==> config.mk <==
export PLATFORM = sky130hd
export DESIGN_NAME = peil_top
export DESIGN_NICKNAME = d
export VERILOG_FILES = /design/src/verilog/peil_pkg.sv /design/src/verilog/peil_top.sv /design/src/verilog/peil_edge_detect.sv
export VERILOG_INCLUDE_DIRS = /design/src /design/src/verilog
export SDC_FILE = /design/constraint.sdc
export NUM_CORES = 1
export LEC_CHECK = 0
export ABC_AREA = 1
export BUFFER_PORTS_ARGS = -buffer_cell sky130_fd_sc_hd__buf_2
export CAP_MARGIN = 20
export CORE_ASPECT_RATIO = 0.5
export CORE_MARGIN = 4
export CORE_UTILIZATION = 50
export CTS_CLUSTER_SIZE = 16
export DETAILED_ROUTE_END_ITERATION = 6
export PLACE_DENSITY = 0.88
export SLEW_MARGIN = 20
export SYNTH_ARGS = -nofsm -noshare
export SYNTH_HDL_FRONTEND = slang
export SYNTH_SLANG_ARGS = --single-unit
==> constraint.sdc <==
create_clock -name clk_i -period 1.6 [get_ports clk_i]
set_clock_uncertainty 0.2 [all_clocks]
set_input_delay 0.32 -clock clk_i [delete_from_list [all_inputs] [get_ports clk_i]]
set_output_delay 0.32 -clock clk_i [all_outputs]
set_load 0.02 [all_outputs]
==> src/verilog/peil_map.svh <==
// Register indices, field positions, reset values and timing counts of the PLL event interrupt logic
`ifndef PEIL_MAP_SVH
`define PEIL_MAP_SVH

// Register word indices; byte address is four times the index
`define PEIL_LIVE_IDX 6'h0d
`define PEIL_MASK_IDX 6'h0e
`define PEIL_POL_IDX 6'h0f
`define PEIL_FLAG_IDX 6'h10
`define PEIL_CTL_IDX 6'h11

// Source bit positions, shared by live view, block, edge select and event latch
`define PEIL_BIT_PLL1_LOCK_LOST 7
`define PEIL_BIT_PLL1_INPUT_LOST 6
`define PEIL_BIT_PLL1_VCO_CAL 5
`define PEIL_BIT_PLL2_LOCK_LOST 4
`define PEIL_BIT_PLL2_INPUT_LOST 3
`define PEIL_BIT_PLL2_VCO_CAL 2
`define PEIL_BIT_PLL1_REF_RETURN 1
`define PEIL_BIT_PLL2_REF_RETURN 0

// Control register fields
`define PEIL_CTL_EN_BIT 0
`define PEIL_CTL_AND_OR_BIT 1

// Reset values
`define PEIL_MASK_RST 8'h00
`define PEIL_POL_RST 8'h00
`define PEIL_FLAG_RST 8'h00
`define PEIL_CTL_RST 2'h0

// Number of source samples between reset release and first edge
`define PEIL_SYNC_STAGES 2

`endif

==> src/verilog/peil_pkg.sv <==
// Types of the PLL event interrupt logic
`default_nettype none
package peil_pkg;

   typedef struct packed
   {
      logic pll1_lock_lost;
      logic pll1_input_lost;
      logic pll1_vco_cal_active;
      logic pll2_lock_lost;
      logic pll2_input_lost;
      logic pll2_vco_cal_active;
      logic pll1_ref_return_primary;
      logic pll2_ref_return_primary;
   } peil_src_type;

   typedef enum logic [2:0]
   {
      PEIL_FILL1 = 3'b001,
      PEIL_FILL2 = 3'b010,
      PEIL_RUN = 3'b100
   } peil_fill_type;

   typedef struct packed
   {
      logic [7:0] block;
      logic [7:0] edge_sel;
      logic [7:0] event_latch;
      logic en;
      logic and_or;
      logic ack;
      logic [31:0] rdata;
      logic irq;
   } peil_regs_type;

endpackage
`default_nettype wire

==> src/verilog/peil_top.sv <==
// PLL event interrupt logic with classic Wishbone register slave
`timescale 1ns/1ps
`default_nettype none
`include "peil_map.svh"

module peil_top
   import peil_pkg::*;
#(
   parameter int unsigned ADDR_W = 8
)
(
   input wire logic clk_i,
   input wire logic rst_i,
   input wire peil_src_type src_i,
   input wire logic wb_cyc_i,
   input wire logic wb_stb_i,
   input wire logic wb_we_i,
   input wire logic [ADDR_W-1:0] wb_adr_i,
   input wire logic [3:0] wb_sel_i,
   input wire logic [31:0] wb_dat_i,
   output logic [31:0] wb_dat_o,
   output logic wb_ack_o,
   output logic irq_o
);

   peil_regs_type st_reg;
   peil_regs_type st_next;

   peil_src_type src_q;
   logic [7:0] live;
   logic [7:0] edge_hit;
   logic [7:0] edge_set;
   logic [7:0] clr_mask;
   logic [7:0] unblocked;
   logic [31:0] rd_mux;
   logic req;
   logic wr;
   logic wr_flag;
   logic hit_or;
   logic hit_and;

   function automatic logic reg_hit(input logic [ADDR_W-1:0] adr, input logic [5:0] idx);
      reg_hit = (adr[7:2] == idx) && (adr[1:0] == 2'h0);
   endfunction

   // input loss wins over lock loss
   always_comb
   begin
      src_q = src_i;
      src_q.pll1_lock_lost = src_i.pll1_lock_lost && !src_i.pll1_input_lost;
      src_q.pll2_lock_lost = src_i.pll2_lock_lost && !src_i.pll2_input_lost;
   end

   peil_edge_detect #(
      .SRC_W(8)
   ) u_edge (
      .clk_i(clk_i),
      .rst_i(rst_i),
      .src_i(src_q),
      .pol_i(st_reg.edge_sel),
      .live_o(live),
      .edge_o(edge_hit)
   );

   assign req = wb_cyc_i && wb_stb_i;
   // Write lands on the edge where the master sees ack, as classic Wishbone expects
   assign wr = req && wb_we_i && st_reg.ack && wb_sel_i[0];
   assign wr_flag = wr && reg_hit(wb_adr_i, `PEIL_FLAG_IDX);

   assign edge_set = st_reg.en ? edge_hit : 8'h00;

   // zero bits of a flag write clear
   assign clr_mask = wr_flag ? ~wb_dat_i[7:0] : 8'h00;

   assign unblocked = ~st_reg.block;
   assign hit_or = |(st_reg.event_latch & unblocked);
   // An all-blocked AND set would otherwise fire for nothing, so it needs one open source
   assign hit_and = (&(st_reg.event_latch | st_reg.block)) && (|unblocked);

   // Unmapped offsets answer with zero data
   always_comb
   begin
      rd_mux = 32'h0000_0000;
      if (reg_hit(wb_adr_i, `PEIL_LIVE_IDX))
      begin
         rd_mux[7:0] = live;
      end
      else if (reg_hit(wb_adr_i, `PEIL_MASK_IDX))
      begin
         rd_mux[7:0] = st_reg.block;
      end
      else if (reg_hit(wb_adr_i, `PEIL_POL_IDX))
      begin
         rd_mux[7:0] = st_reg.edge_sel;
      end
      else if (reg_hit(wb_adr_i, `PEIL_FLAG_IDX))
      begin
         rd_mux[7:0] = st_reg.event_latch;
      end
      else if (reg_hit(wb_adr_i, `PEIL_CTL_IDX))
      begin
         rd_mux[`PEIL_CTL_EN_BIT] = st_reg.en;
         rd_mux[`PEIL_CTL_AND_OR_BIT] = st_reg.and_or;
      end
      else
      begin
         rd_mux = 32'h0000_0000;
      end
   end

   always_comb
   begin
      st_next = st_reg;
      st_next.ack = req && !st_reg.ack;
      st_next.rdata = (req && !st_reg.ack) ? rd_mux : 32'h0000_0000;
      if (wr && reg_hit(wb_adr_i, `PEIL_MASK_IDX))
      begin
         st_next.block = wb_dat_i[7:0];
      end
      if (wr && reg_hit(wb_adr_i, `PEIL_POL_IDX))
      begin
         st_next.edge_sel = wb_dat_i[7:0];
      end
      if (wr && reg_hit(wb_adr_i, `PEIL_CTL_IDX))
      begin
         st_next.en = wb_dat_i[`PEIL_CTL_EN_BIT];
         st_next.and_or = wb_dat_i[`PEIL_CTL_AND_OR_BIT];
      end
      st_next.event_latch = edge_set | (st_reg.event_latch & ~clr_mask);
      st_next.irq = st_reg.en && (st_reg.and_or ? hit_and : hit_or);
   end

   always_ff @(posedge clk_i)
   begin
      if (rst_i)
      begin
         st_reg.block <= `PEIL_MASK_RST;
         st_reg.edge_sel <= `PEIL_POL_RST;
         st_reg.event_latch <= `PEIL_FLAG_RST;
         st_reg.en <= 1'b0;
         st_reg.and_or <= 1'b0;
         st_reg.ack <= 1'b0;
         st_reg.rdata <= 32'h0000_0000;
         st_reg.irq <= 1'b0;
      end
      else
      begin
         st_reg <= st_next;
      end
   end

   assign wb_dat_o = st_reg.rdata;
   assign wb_ack_o = st_reg.ack;
   assign irq_o = st_reg.irq;
endmodule
`default_nettype wire

==> src/verilog/peil_edge_detect.sv <==
// Source synchroniser and selectable edge detector
`timescale 1ns/1ps
`default_nettype none
`include "peil_map.svh"

module peil_edge_detect
   import peil_pkg::*;
#(
   parameter int unsigned SRC_W = 8
)
(
   input wire logic clk_i,
   input wire logic rst_i,
   input wire logic [SRC_W-1:0] src_i,
   input wire logic [SRC_W-1:0] pol_i,
   output logic [SRC_W-1:0] live_o,
   output logic [SRC_W-1:0] edge_o
);

   typedef struct packed
   {
      logic [SRC_W-1:0] meta;
      logic [SRC_W-1:0] sync;
      logic [SRC_W-1:0] prev;
      peil_fill_type phase;
      logic armed;
   } peil_edge_state_type;

   peil_edge_state_type st_reg;
   peil_edge_state_type st_next;

   always_comb
   begin
      st_next = st_reg;
      st_next.meta = src_i;
      st_next.sync = st_reg.meta;
      st_next.prev = st_reg.sync;
      // Prev only holds a post-reset sample one edge after the fill ends
      st_next.armed = (st_reg.phase == PEIL_RUN);
      case (st_reg.phase)
         PEIL_FILL1: st_next.phase = PEIL_FILL2;
         PEIL_FILL2: st_next.phase = PEIL_RUN;
         PEIL_RUN: st_next.phase = PEIL_RUN;
         default: st_next.phase = PEIL_FILL1;
      endcase
   end

   always_ff @(posedge clk_i)
   begin
      if (rst_i)
      begin
         st_reg.meta <= '0;
         st_reg.sync <= '0;
         st_reg.prev <= '0;
         st_reg.phase <= PEIL_FILL1;
         st_reg.armed <= 1'b0;
      end
      else
      begin
         st_reg <= st_next;
      end
   end

   assign live_o = st_reg.sync;

   // Edges are ignored until prev holds a real sample, so reset gives no false event
   for (genvar i = 0; i < SRC_W; i++)
   begin : g_edge
      assign edge_o[i] = st_reg.armed &&
         (pol_i[i] ? (st_reg.sync[i] && !st_reg.prev[i]) : (!st_reg.sync[i] && st_reg.prev[i]));
   end
endmodule
`default_nettype wire

# Word-level counts from Yosys, hierarchy flattened
# Index checks and enable logic that the tools add are counted.
[op_classes]
n_shift = 0
n_addsub = 0
bitwise_logic = 8
div = 0
n_lt_le_gt_ge = 0
n_eq_ne = 8
mul = 0
reduce_logical = 67
mux = 17
[op_table]
columns = ["cell", "count"]
rows = [
  ["two-way mux 8 bit", 6],
  ["logical AND 1 bit", 42],
  ["NOT 8 bit", 3],
  ["zero test 1 bit", 19],
  ["equality test 6 x 4 -> 1 bit, second input constant", 3],
  ["AND 8 bit", 2],
  ["OR 8 bit", 2],
  ["OR reduction 8 bit", 2],
  ["equality test 6 x 5 -> 1 bit, second input constant", 2],
  ["two-way mux 1 bit", 9],
  ["AND reduction 8 bit", 1],
  ["one-hot mux 3 bit (2 select lines)", 1],
  ["OR reduction 2 bit", 2],
  ["equality test 3 x 1 -> 1 bit, second input constant", 1],
  ["equality test 3 x 2 -> 1 bit, second input constant", 1],
  ["equality test 3 bit, second input constant", 1],
  ["zero test 2 bit", 1],
  ["two-way mux 2 bit", 1],
  ["NOT 1 bit", 1],
]
[word_totals]
reg_bits = 88
latchBits = 0
romBits = 0
n_memories = 0
in_bits = 57
elab_cells = 114
ramBits = 0

# Longest topological paths before layout
# Gate-level depths: netlist (run 1).
[depth]
ltp_word = 9
mapped_depth = 9
mapped_depth_nobuf = 9

# Modules after synthesis
# A second synthesis (run 1) with hierarchy kept.
[unflattened]
hier_cells = 435
area_unflattened_um2 = 3175.5
[modules_own_cells]
columns = ["module", "seq_area_each_um2", "cells_each", "area_each_um2", "n_inst"]
rows = [
  ["peil_top", 720.7, 285, 2070.7, 1],
  ["peil_edge_detect", 560.5, 150, 1104.8, 1],
]

# Worst setup path before layout (run 1)
# OpenSTA, ideal clock, no wires.
[synth_path]
kind = "reg2reg"
start = "reg st_reg, in the netlist wb_ack_o"
end = "reg st_reg[57] in the netlist's numbering"
stages_incl_launch_ff = 7
setup_slack_ps = 50
required_ps = 1281
arrival_time_ps = 1230
period_less_slack_ps = 1550
cell_sequence = "dfxtp_1 nand3_1 nor2_2 nand3_2 buf_6 o21ai_0 a21oi_1"
[synth_via]
elab_chain_len = 3
[synth_rtl]
columns = ["element", "line_no", "rtl"]
rows = [
  ["start, declared", "peil_top.sv:26", "peil_regs_type st_reg;"],
  ["start signal, assigned", "peil_top.sv:148", "st_reg <= st_next;"],
  ["logical AND 1 bit (2 in series)", "peil_top.sv:67", "assign wr = req && wb_we_i && st_reg.ack && wb_sel_i[0];"],
  ["logical AND 1 bit", "peil_top.sv:116", "if (wr && reg_hit(wb_adr_i, `PEIL_MASK_IDX))"],
]
# Every way passes these cells.
# A chain may end at the register's enable or synchronous reset.

# Final worst setup path (run 1)
[layout_path]
start = "reg st_reg, in the netlist wb_ack_o"
end = "reg st_reg[48] in the netlist's numbering"
[layout_via]
elab_chain_len = 3
[layout_rtl]
columns = ["element", "line_no", "rtl"]
rows = [
  ["logical AND 1 bit (2 in series)", "peil_top.sv:67", ""],
  ["logical AND 1 bit", "peil_top.sv:120", "if (wr && reg_hit(wb_adr_i, `PEIL_POL_IDX))"],
]
# Every way passes these cells.

==> results of run 1 <==
[synth_stat cells (all sizes together)]
library cell / instances / area (um2)
dfxtp: 64 / 1280
nor2: 61 / 239
inv: 52 / 195
nand2: 52 / 195
o21ai: 52 / 260
buf: 36 / 263
a21oi: 28 / 140
nand3: 19 / 100
nand4: 10 / 62.6
o22ai: 4 / 25.0
clkbuf: 3 / 12.5
nand3b: 2 / 15.0
and2: 1 / 6.26
conb: 1 / 3.75
nor3: 1 / 10.0
nor4: 1 / 6.26
or2: 1 / 6.26
[metal layers]
metal / vias to the layer above / GRT usage
li1: 1298 / -
met2: 145 / 0.328
met1: 1122 / 0.252
met4: 0 / 0.105
met5: - / 0
met3: 20 / 0.0589
[placed cells by master (no fill, tap or decap), types with 15 or more instances in the layout]
master    n
buf_4    15
a21oi_1  28
o21ai_0  51
buf_2    39
nand2_1  51
nand3_1  18
inv_1    50
dfxtp_1  64
nor2_1   59
conb_1   24
[report_power, final]
group / switching (mW) / total [mW] / leakage (nW) / internal (mW)
Combinational: 0.158 / 0.236 / 0.819 / 0.0785
Sequential: 0.0175 / 1.65 / 0.520 / 1.63
Clock: 0.737 / 1.80 / 0.132 / 1.06
[per-stage QoR]
| step | instances | total power [mW] |
|---|---|---|
| after CTS | 516 | 3.70 |
| after floorplan | 411 | 1.87 |
| final | 516 | 3.68 |
| after global placement | 498 | 1.91 |
| after detailed placement | 498 | 1.91 |
| after global routing | 516 | 3.81 |
[cell families after synthesis]
group / after synthesis
simple gates: 148
buf+inv: 91
compound gates: 84
flops: 64
other cells: 1
[final cells by class]
cell class / instances / area, um2
fill: 422 / 1800
sequential: 64 / 1280
multi-input combinational: 256 / 1160
timing repair buffer: 58 / 368
clock buffer: 9 / 225
inverter: 52 / 195
tap: 70 / 87.6
clock inverter: 7 / 55.1
[worst paths after layout]
path	start	endpoint	slack (ns)
min reg2reg	u_edge.st_next[12]	u_edge.live_o[0]	0.20
min	src_i[0]	u_edge.st_next[12]	0.006
max	wb_ack_o	st_reg[48]	0.11
max reg2reg	wb_ack_o	st_reg[48]	0.11
[worst min-delay path: stages]
cell and delay, ns:
buf_2 0.10, inv_1 0.04, nor2_1 0.03
[what timing repair did]
action,4_1_cts,5_1_grt
gates resized for setup,0,2
setup endpoints to repair,0,9
endpoints found under the hold margin,2,0
hold buffers,2,0
==> results.py, run 1 <==
metrics = {
    "run_status": {
        "status": "finished clean",
    },
    "worst_setup_path": {
        "max_stage_delay_ns": 0.32,
        "r2r_cells": 6,
        "crit_family": "simple AND/OR/NAND/NOR gates",
        "cp-end-kind": "flop",
        "crit_path_cell_trace": "nand3_1 -> nor2_4 -> nand3_1 -> buf_4 -> o21ai_0 -> a21oi_1",
        "critical_path_buf_inv_count": 1,
        "path_depth": 6,
        "crit_type": "reg -> reg",
        "cp.arrival_ns": 1.50,
        "required_ns": 1.61,
        "path_max_fanout": 8,
        "crit_top_cell": "nand3_1",
        "cp-start-kind": "flop",
        "crit_slowest_cell": "dfxtp_1",
    },
    "power_and_ir_drop": {
        "power.density_nw_per_um2": 1090,
        "p_leak_nw": 1.47,
        "ir_drop_mv": 0.594,
    },
    "routing": {
        "vias": 2585,
        "drc": 0,
        "wl_met1_um": 2820,
        "wl_um": 6610,
        "top_layer": "met4",
        "dr.first_iter.drc_count": 250,
        "met2_wirelength_um": 2870,
        "ant_nets": 0,
        "wl_met3_um": 756,
        "wl_per_cell_um": 12.8,
        "viasPerCell": 5.01,
        "drt_pass1_iterations": 5,
    },
    "synthesis": {
        "yosys_register_bits": 64,
        "synth_compound_area_frac": 0.151,
        "synthAdderAreaFrac": 0,
        "synth_top_family_by_area": "simple AND/OR/NAND/NOR gates",
        "synthCells": 388,
        "synth_cell_types": 25,
        "synth_xor_area_frac": 0,
        "yosysSeqAreaShare": 0.454,
        "synth_mux_area_frac": 0,
        "syn_area_um2": 2820,
        "yosysWarningCount": 0,
        "syn_area_per_cell_um2": 7.27,
        "synthSimpleGateAreaFrac": 0.227,
    },
    "min_path": {
        "hold_depth": 3,
        "min_path_type": "in -> reg",
    },
    "cts": {
        "cts.clk_slew.worst_paths_ns": 0.05,
        "cts_sinks": 64,
        "clk_latency_ns": 0.33,
        "post-cts-setup-buffers": 0,
        "clockRootBuffer": "clkbuf_16",
        "cts_buffer_depth": 2,
        "htreeDepth": 3,
        "numCtsBuffers": 9,
        "cts_tree": "done",
    },
    "die": {
        "die_area_um2": 6980,
        "die_w_um": 114,
        "die_y_um": 61.1,
        "initial_utilization": 0.545,
        "core_um2": 5180,
        "num_io_pins": 91,
        "num_rows": 18,
    },
    "grt": {
        "track_usage": 0.202,
        "grt_overflow": 0,
        "grt_pass1_wl_um": 10800,
        "antenna_found_initial": 0,
        "grt_max_degree": 36,
        "grt_pass1_vias": 2345,
    },
    "timing": {
        "rsz0062_at_grt": "no",
        "hold_ws_ns": 0.00595,
        "min_period_ns": 1.49,
        "tns_ns": 0,
        "post-route-period-util": 0.934,
        "finalHoldViolCount": 0,
        "finalSetupViolations": 0,
        "max_freq_ghz": 0.669,
        "timing.final.ws_setup_ns": 0.106,
        "final_max_slew_viol_count": 0,
    },
    "placement": {
        "postPlaceCellArea_um2": 3070,
        "place.gp.congestion": 0.868,
        "port_buffers": 39,
        "dpl_worst_slack_ns": -0.112,
        "dpl.hpwl_um": 4490,
    },
    "finish": {
        "fin_util": 0.652,
        "fin_area_um2": 3380,
        "drive_above_1_share": 0.179,
        "antenna_cells": 0,
        "final_nets": 498,
        "largest_reg_flops": 26,
        "areaGrowthSynthToFinish_pct": 19.6,
    },
    "run": {
        "maxCapViolations": 0,
    },
}
Note: power is estimated with default switching activity, not from simulation.
==> run 2, diff against run 1 <==
Settings changed: ABC_AREA 1 to unset, CORE_UTILIZATION 50 to 51, MAX_ROUTING_LAYER set to met4, PLACE_DENSITY 0.88 to 0.89.
==> run 2 against run 1 <==
Compared with the run above:
- non-clock buffer count increased by 8
- largest power group unchanged
- critical endpoint is now st_reg[38]
- first-iteration DRC count decreased by 30%
- clock-buffer cell count increased by 3
- wire length increased by 3.1%
==> results.py, run 2 <==
metrics = {
    "routing": {
        "drt_pass1_iterations": 5,
        "vias": 2460,
        "viasPerCell": 5.43,
        "ant_nets": 0,
        "wl_per_cell_um": 15.0,
        "dr.first_iter.drc_count": 175,
        "drc": 0,
        "wl_um": 6820,
    },
    "power_and_ir_drop": {
        "netSwitchingPower_mw": 0.864,
        "combPwrFrac": 0.072,
        "p_total_mw": 3.74,
        "p_leak_nw": 1.51,
        "clkPwrFrac": 0.484,
        "power.density_nw_per_um2": 1070,
        "ir_drop_mv": 0.580,
        "swShare": 0.231,
        "internal-power_mw": 2.87,
        "seqPwrFrac": 0.445,
    },
    "placement": {
        "dpl.hpwl_um": 4610,
        "dp_cells": 431,
        "dpl_worst_slack_ns": -0.278,
        "place.gp.congestion": 0.970,
        "port_buffers": 39,
    },
    "cts": {
        "htreeDepth": 3,
        "clockRootBuffer": "clkbuf_16",
        "cts_tree": "done",
        "cts_buffer_depth": 2,
        "numCtsBuffers": 9,
        "cts.clk_slew.worst_paths_ns": 0.05,
        "cts_sinks": 64,
        "clk_latency_ns": 0.33,
    },
    "grt": {
        "grt_pass1_wl_um": 10500,
        "grt_pass1_vias": 2206,
        "track_usage": 0.205,
        "grt_overflow": 0,
        "grt_max_degree": 33,
        "met1_usage": 0.258,
        "top_usage_layer": "met2",
        "met3_usage": 0.0883,
        "antenna_found_initial": 0,
        "use_met2": 0.300,
    },
    "synthesis": {
        "synthCells": 319,
        "syn_area_um2": 2910,
        "yosys.area.top_type": "dfxtp_1",
        "syn_area_per_cell_um2": 9.13,
        "yosys_register_bits": 64,
        "synth_edf_count": 0,
        "synthTopCellsByArea": "dfxtp_1, buf_4, mux2i_1",
        "synth_ff_type": "dfxtp_1",
        "yosysSeqAreaShare": 0.440,
        "synth-async-reset-ratio": 0,
        "yosys-top-cells-count": "dfxtp_1, nor2_1, buf_4",
        "yosysMostFrequentCell": "dfxtp_1",
        "synth_top_cell_area_share": 0.440,
        "yosysWarningCount": 0,
        "synth_cell_types": 43,
    },
    "run_status": {
        "status": "finished clean",
    },
    "finish": {
        "areaGrowthSynthToFinish_pct": 20.4,
        "antenna_cells": 0,
        "fillers": 431,
        "largest_reg_flops": 26,
        "final_cells": 453,
        "final_nets": 432,
        "layout_common_cells": "dfxtp_1, buf_2, nor2_1, nor2b_1, conb_1",
        "fin_util": 0.638,
        "drive_above_1_share": 0.229,
        "layout_commonest_cell": "dfxtp_1",
    },
    "worst_setup_path": {
        "r2r-start": "wb_ack_o",
        "cp-end-kind": "flop",
        "max_stage_delay_ns": 0.34,
        "crit_slowest_cell": "dfxtp_2",
        "cp.arrival_ns": 1.58,
        "r2r_cells": 5,
        "path_max_fanout": 7,
        "rr_endpoint": "st_reg[38]",
        "required_ns": 1.61,
        "crit_path_cell_trace": "and3_4 -> nand3_1 -> buf_4 -> o311ai_0 -> nand2_1",
        "r2r_slack_ns": 0.02,
        "crit_type": "reg -> reg",
        "cp-start-kind": "flop",
    },
    "min_path": {
        "min_from": "src_i[4]",
        "hold_depth": 2,
        "min_path_type": "in -> reg",
        "min_to": "u_edge.st_next[16]",
    },
    "timing": {
        "final_max_slew_viol_count": 0,
        "timing.final.ws_setup_ns": 0.0238,
        "max_freq_ghz": 0.634,
        "finalSetupViolations": 0,
        "post-route-period-util": 0.985,
        "rsz0062_at_grt": "no",
        "finalHoldViolCount": 0,
        "min_period_ns": 1.58,
        "worst_slew_pin_slew_ns": 0.524,
        "slew_headroom": 0.650,
        "tns_ns": 0,
    },
    "die": {
        "num_rows": 19,
        "die_y_um": 61.4,
        "die_area_um2": 7050,
        "core_um2": 5490,
        "initial_utilization": 0.530,
        "num_io_pins": 91,
        "die_w_um": 115,
    },
    "run": {
        "maxCapViolations": 0,
    },
}
## run 2: cell count changes after synthesis, moves of 7 or more
cell	previous run	this run
nor3b_1	0	11
o21ai_0	51	18
nand2b_1	0	7
nand3_1	18	4
a21oi_1	28	2
nor2_1	59	35
nand2_1	52	21
mux2i_1	0	18
inv_1	50	10
a22oi_1	0	7
nor2b_1	0	25
## run 2: worst max-delay path, delay by kind of cell, from the launching register on
kind	cells	cell delay, ns
buf+inv	1	0.18
compound gates	1	0.34
flops	1	0.34
simple gates	3	0.39
## run 2: through the flow
| step | hold WS, ns | cell area [um2] |
|---|---|---|
| 2_1_floorplan | 0.196 | 3000 |
| 3_3_place_gp | 0.221 | 3140 |
| 3_5_place_dp | 0.220 | 3140 |
| 4_1_cts | 0.0380 | 3490 |
| 5_1_grt | 0.0412 | 3500 |
| 6_report | 0.0443 | 3500 |
## run 2: power groups by stage
stage | logic (mW) | clock network, mW | registers, mW
CTS | 0.262 | 1.83 | 1.66
finish | 0.268 | 1.81 | 1.66
detailed placement | 0.247 | 0 | 1.69
floorplan | 0.198 | 0 | 1.69
global route | 0.288 | 1.93 | 1.66
global placement | 0.243 | 0 | 1.69
## run 2: worst max path at each step
stage                startpoint           to  slack (ns)  cells past startpoint
floorplan           wb_adr_i[6]   st_reg[59]        0.02                      6
global placement    wb_adr_i[3]  wb_dat_o[4]       -0.21                      6
detailed placement  wb_adr_i[3]   st_reg[36]       -0.28                      5
CTS                    wb_ack_o   st_reg[42]       0.002                      5
global route           wb_ack_o   st_reg[38]       0.003                      5
finish                 wb_ack_o   st_reg[38]        0.02                      5
## run 2: timing repair
item | in CTS | in global routing
resized for setup | 1 | 8
setup buffers | 0 | 0
hold buffers | 6 | 0
setup endpoints to repair | 1 | 10
hold endpoints to repair | 6 | 0
## run 2: cell type report
| cell class | count | area (um2) | area share |
|---|---|---|---|
| well taps | 73 | 91.3 | 0.0261 |
| multi-input cells | 224 | 1380 | 0.393 |
| repair buffers | 66 | 425 | 0.121 |
| flip-flops and latches | 64 | 1290 | 0.367 |
| clock buffers | 12 | 256 | 0.0732 |
| inverters | 10 | 37.5 | 0.0107 |
| clock inverters | 4 | 28.8 | 0.00821 |
## run 2: cells by family (layout without fill, tap and decap cells)
logic type	after synthesis	after routing	share of synthesized area
AO/OA/AOI/OAI	53	53	0.122
XOR/XNOR	1	1	0.00301
multiplexers	18	18	0.0619
flip-flops	64	64	0.440
buffers and inverters	54	92	0.120
other	1	24	0.00129
AND/OR/NAND/NOR	128	128	0.252
## run 2: routing by layer
layer	wire length (um)	up-vias
li1	-	1168
met1	2810	1130
met2	3050	151
met3	865	11
met4	95	0
met5	0	-
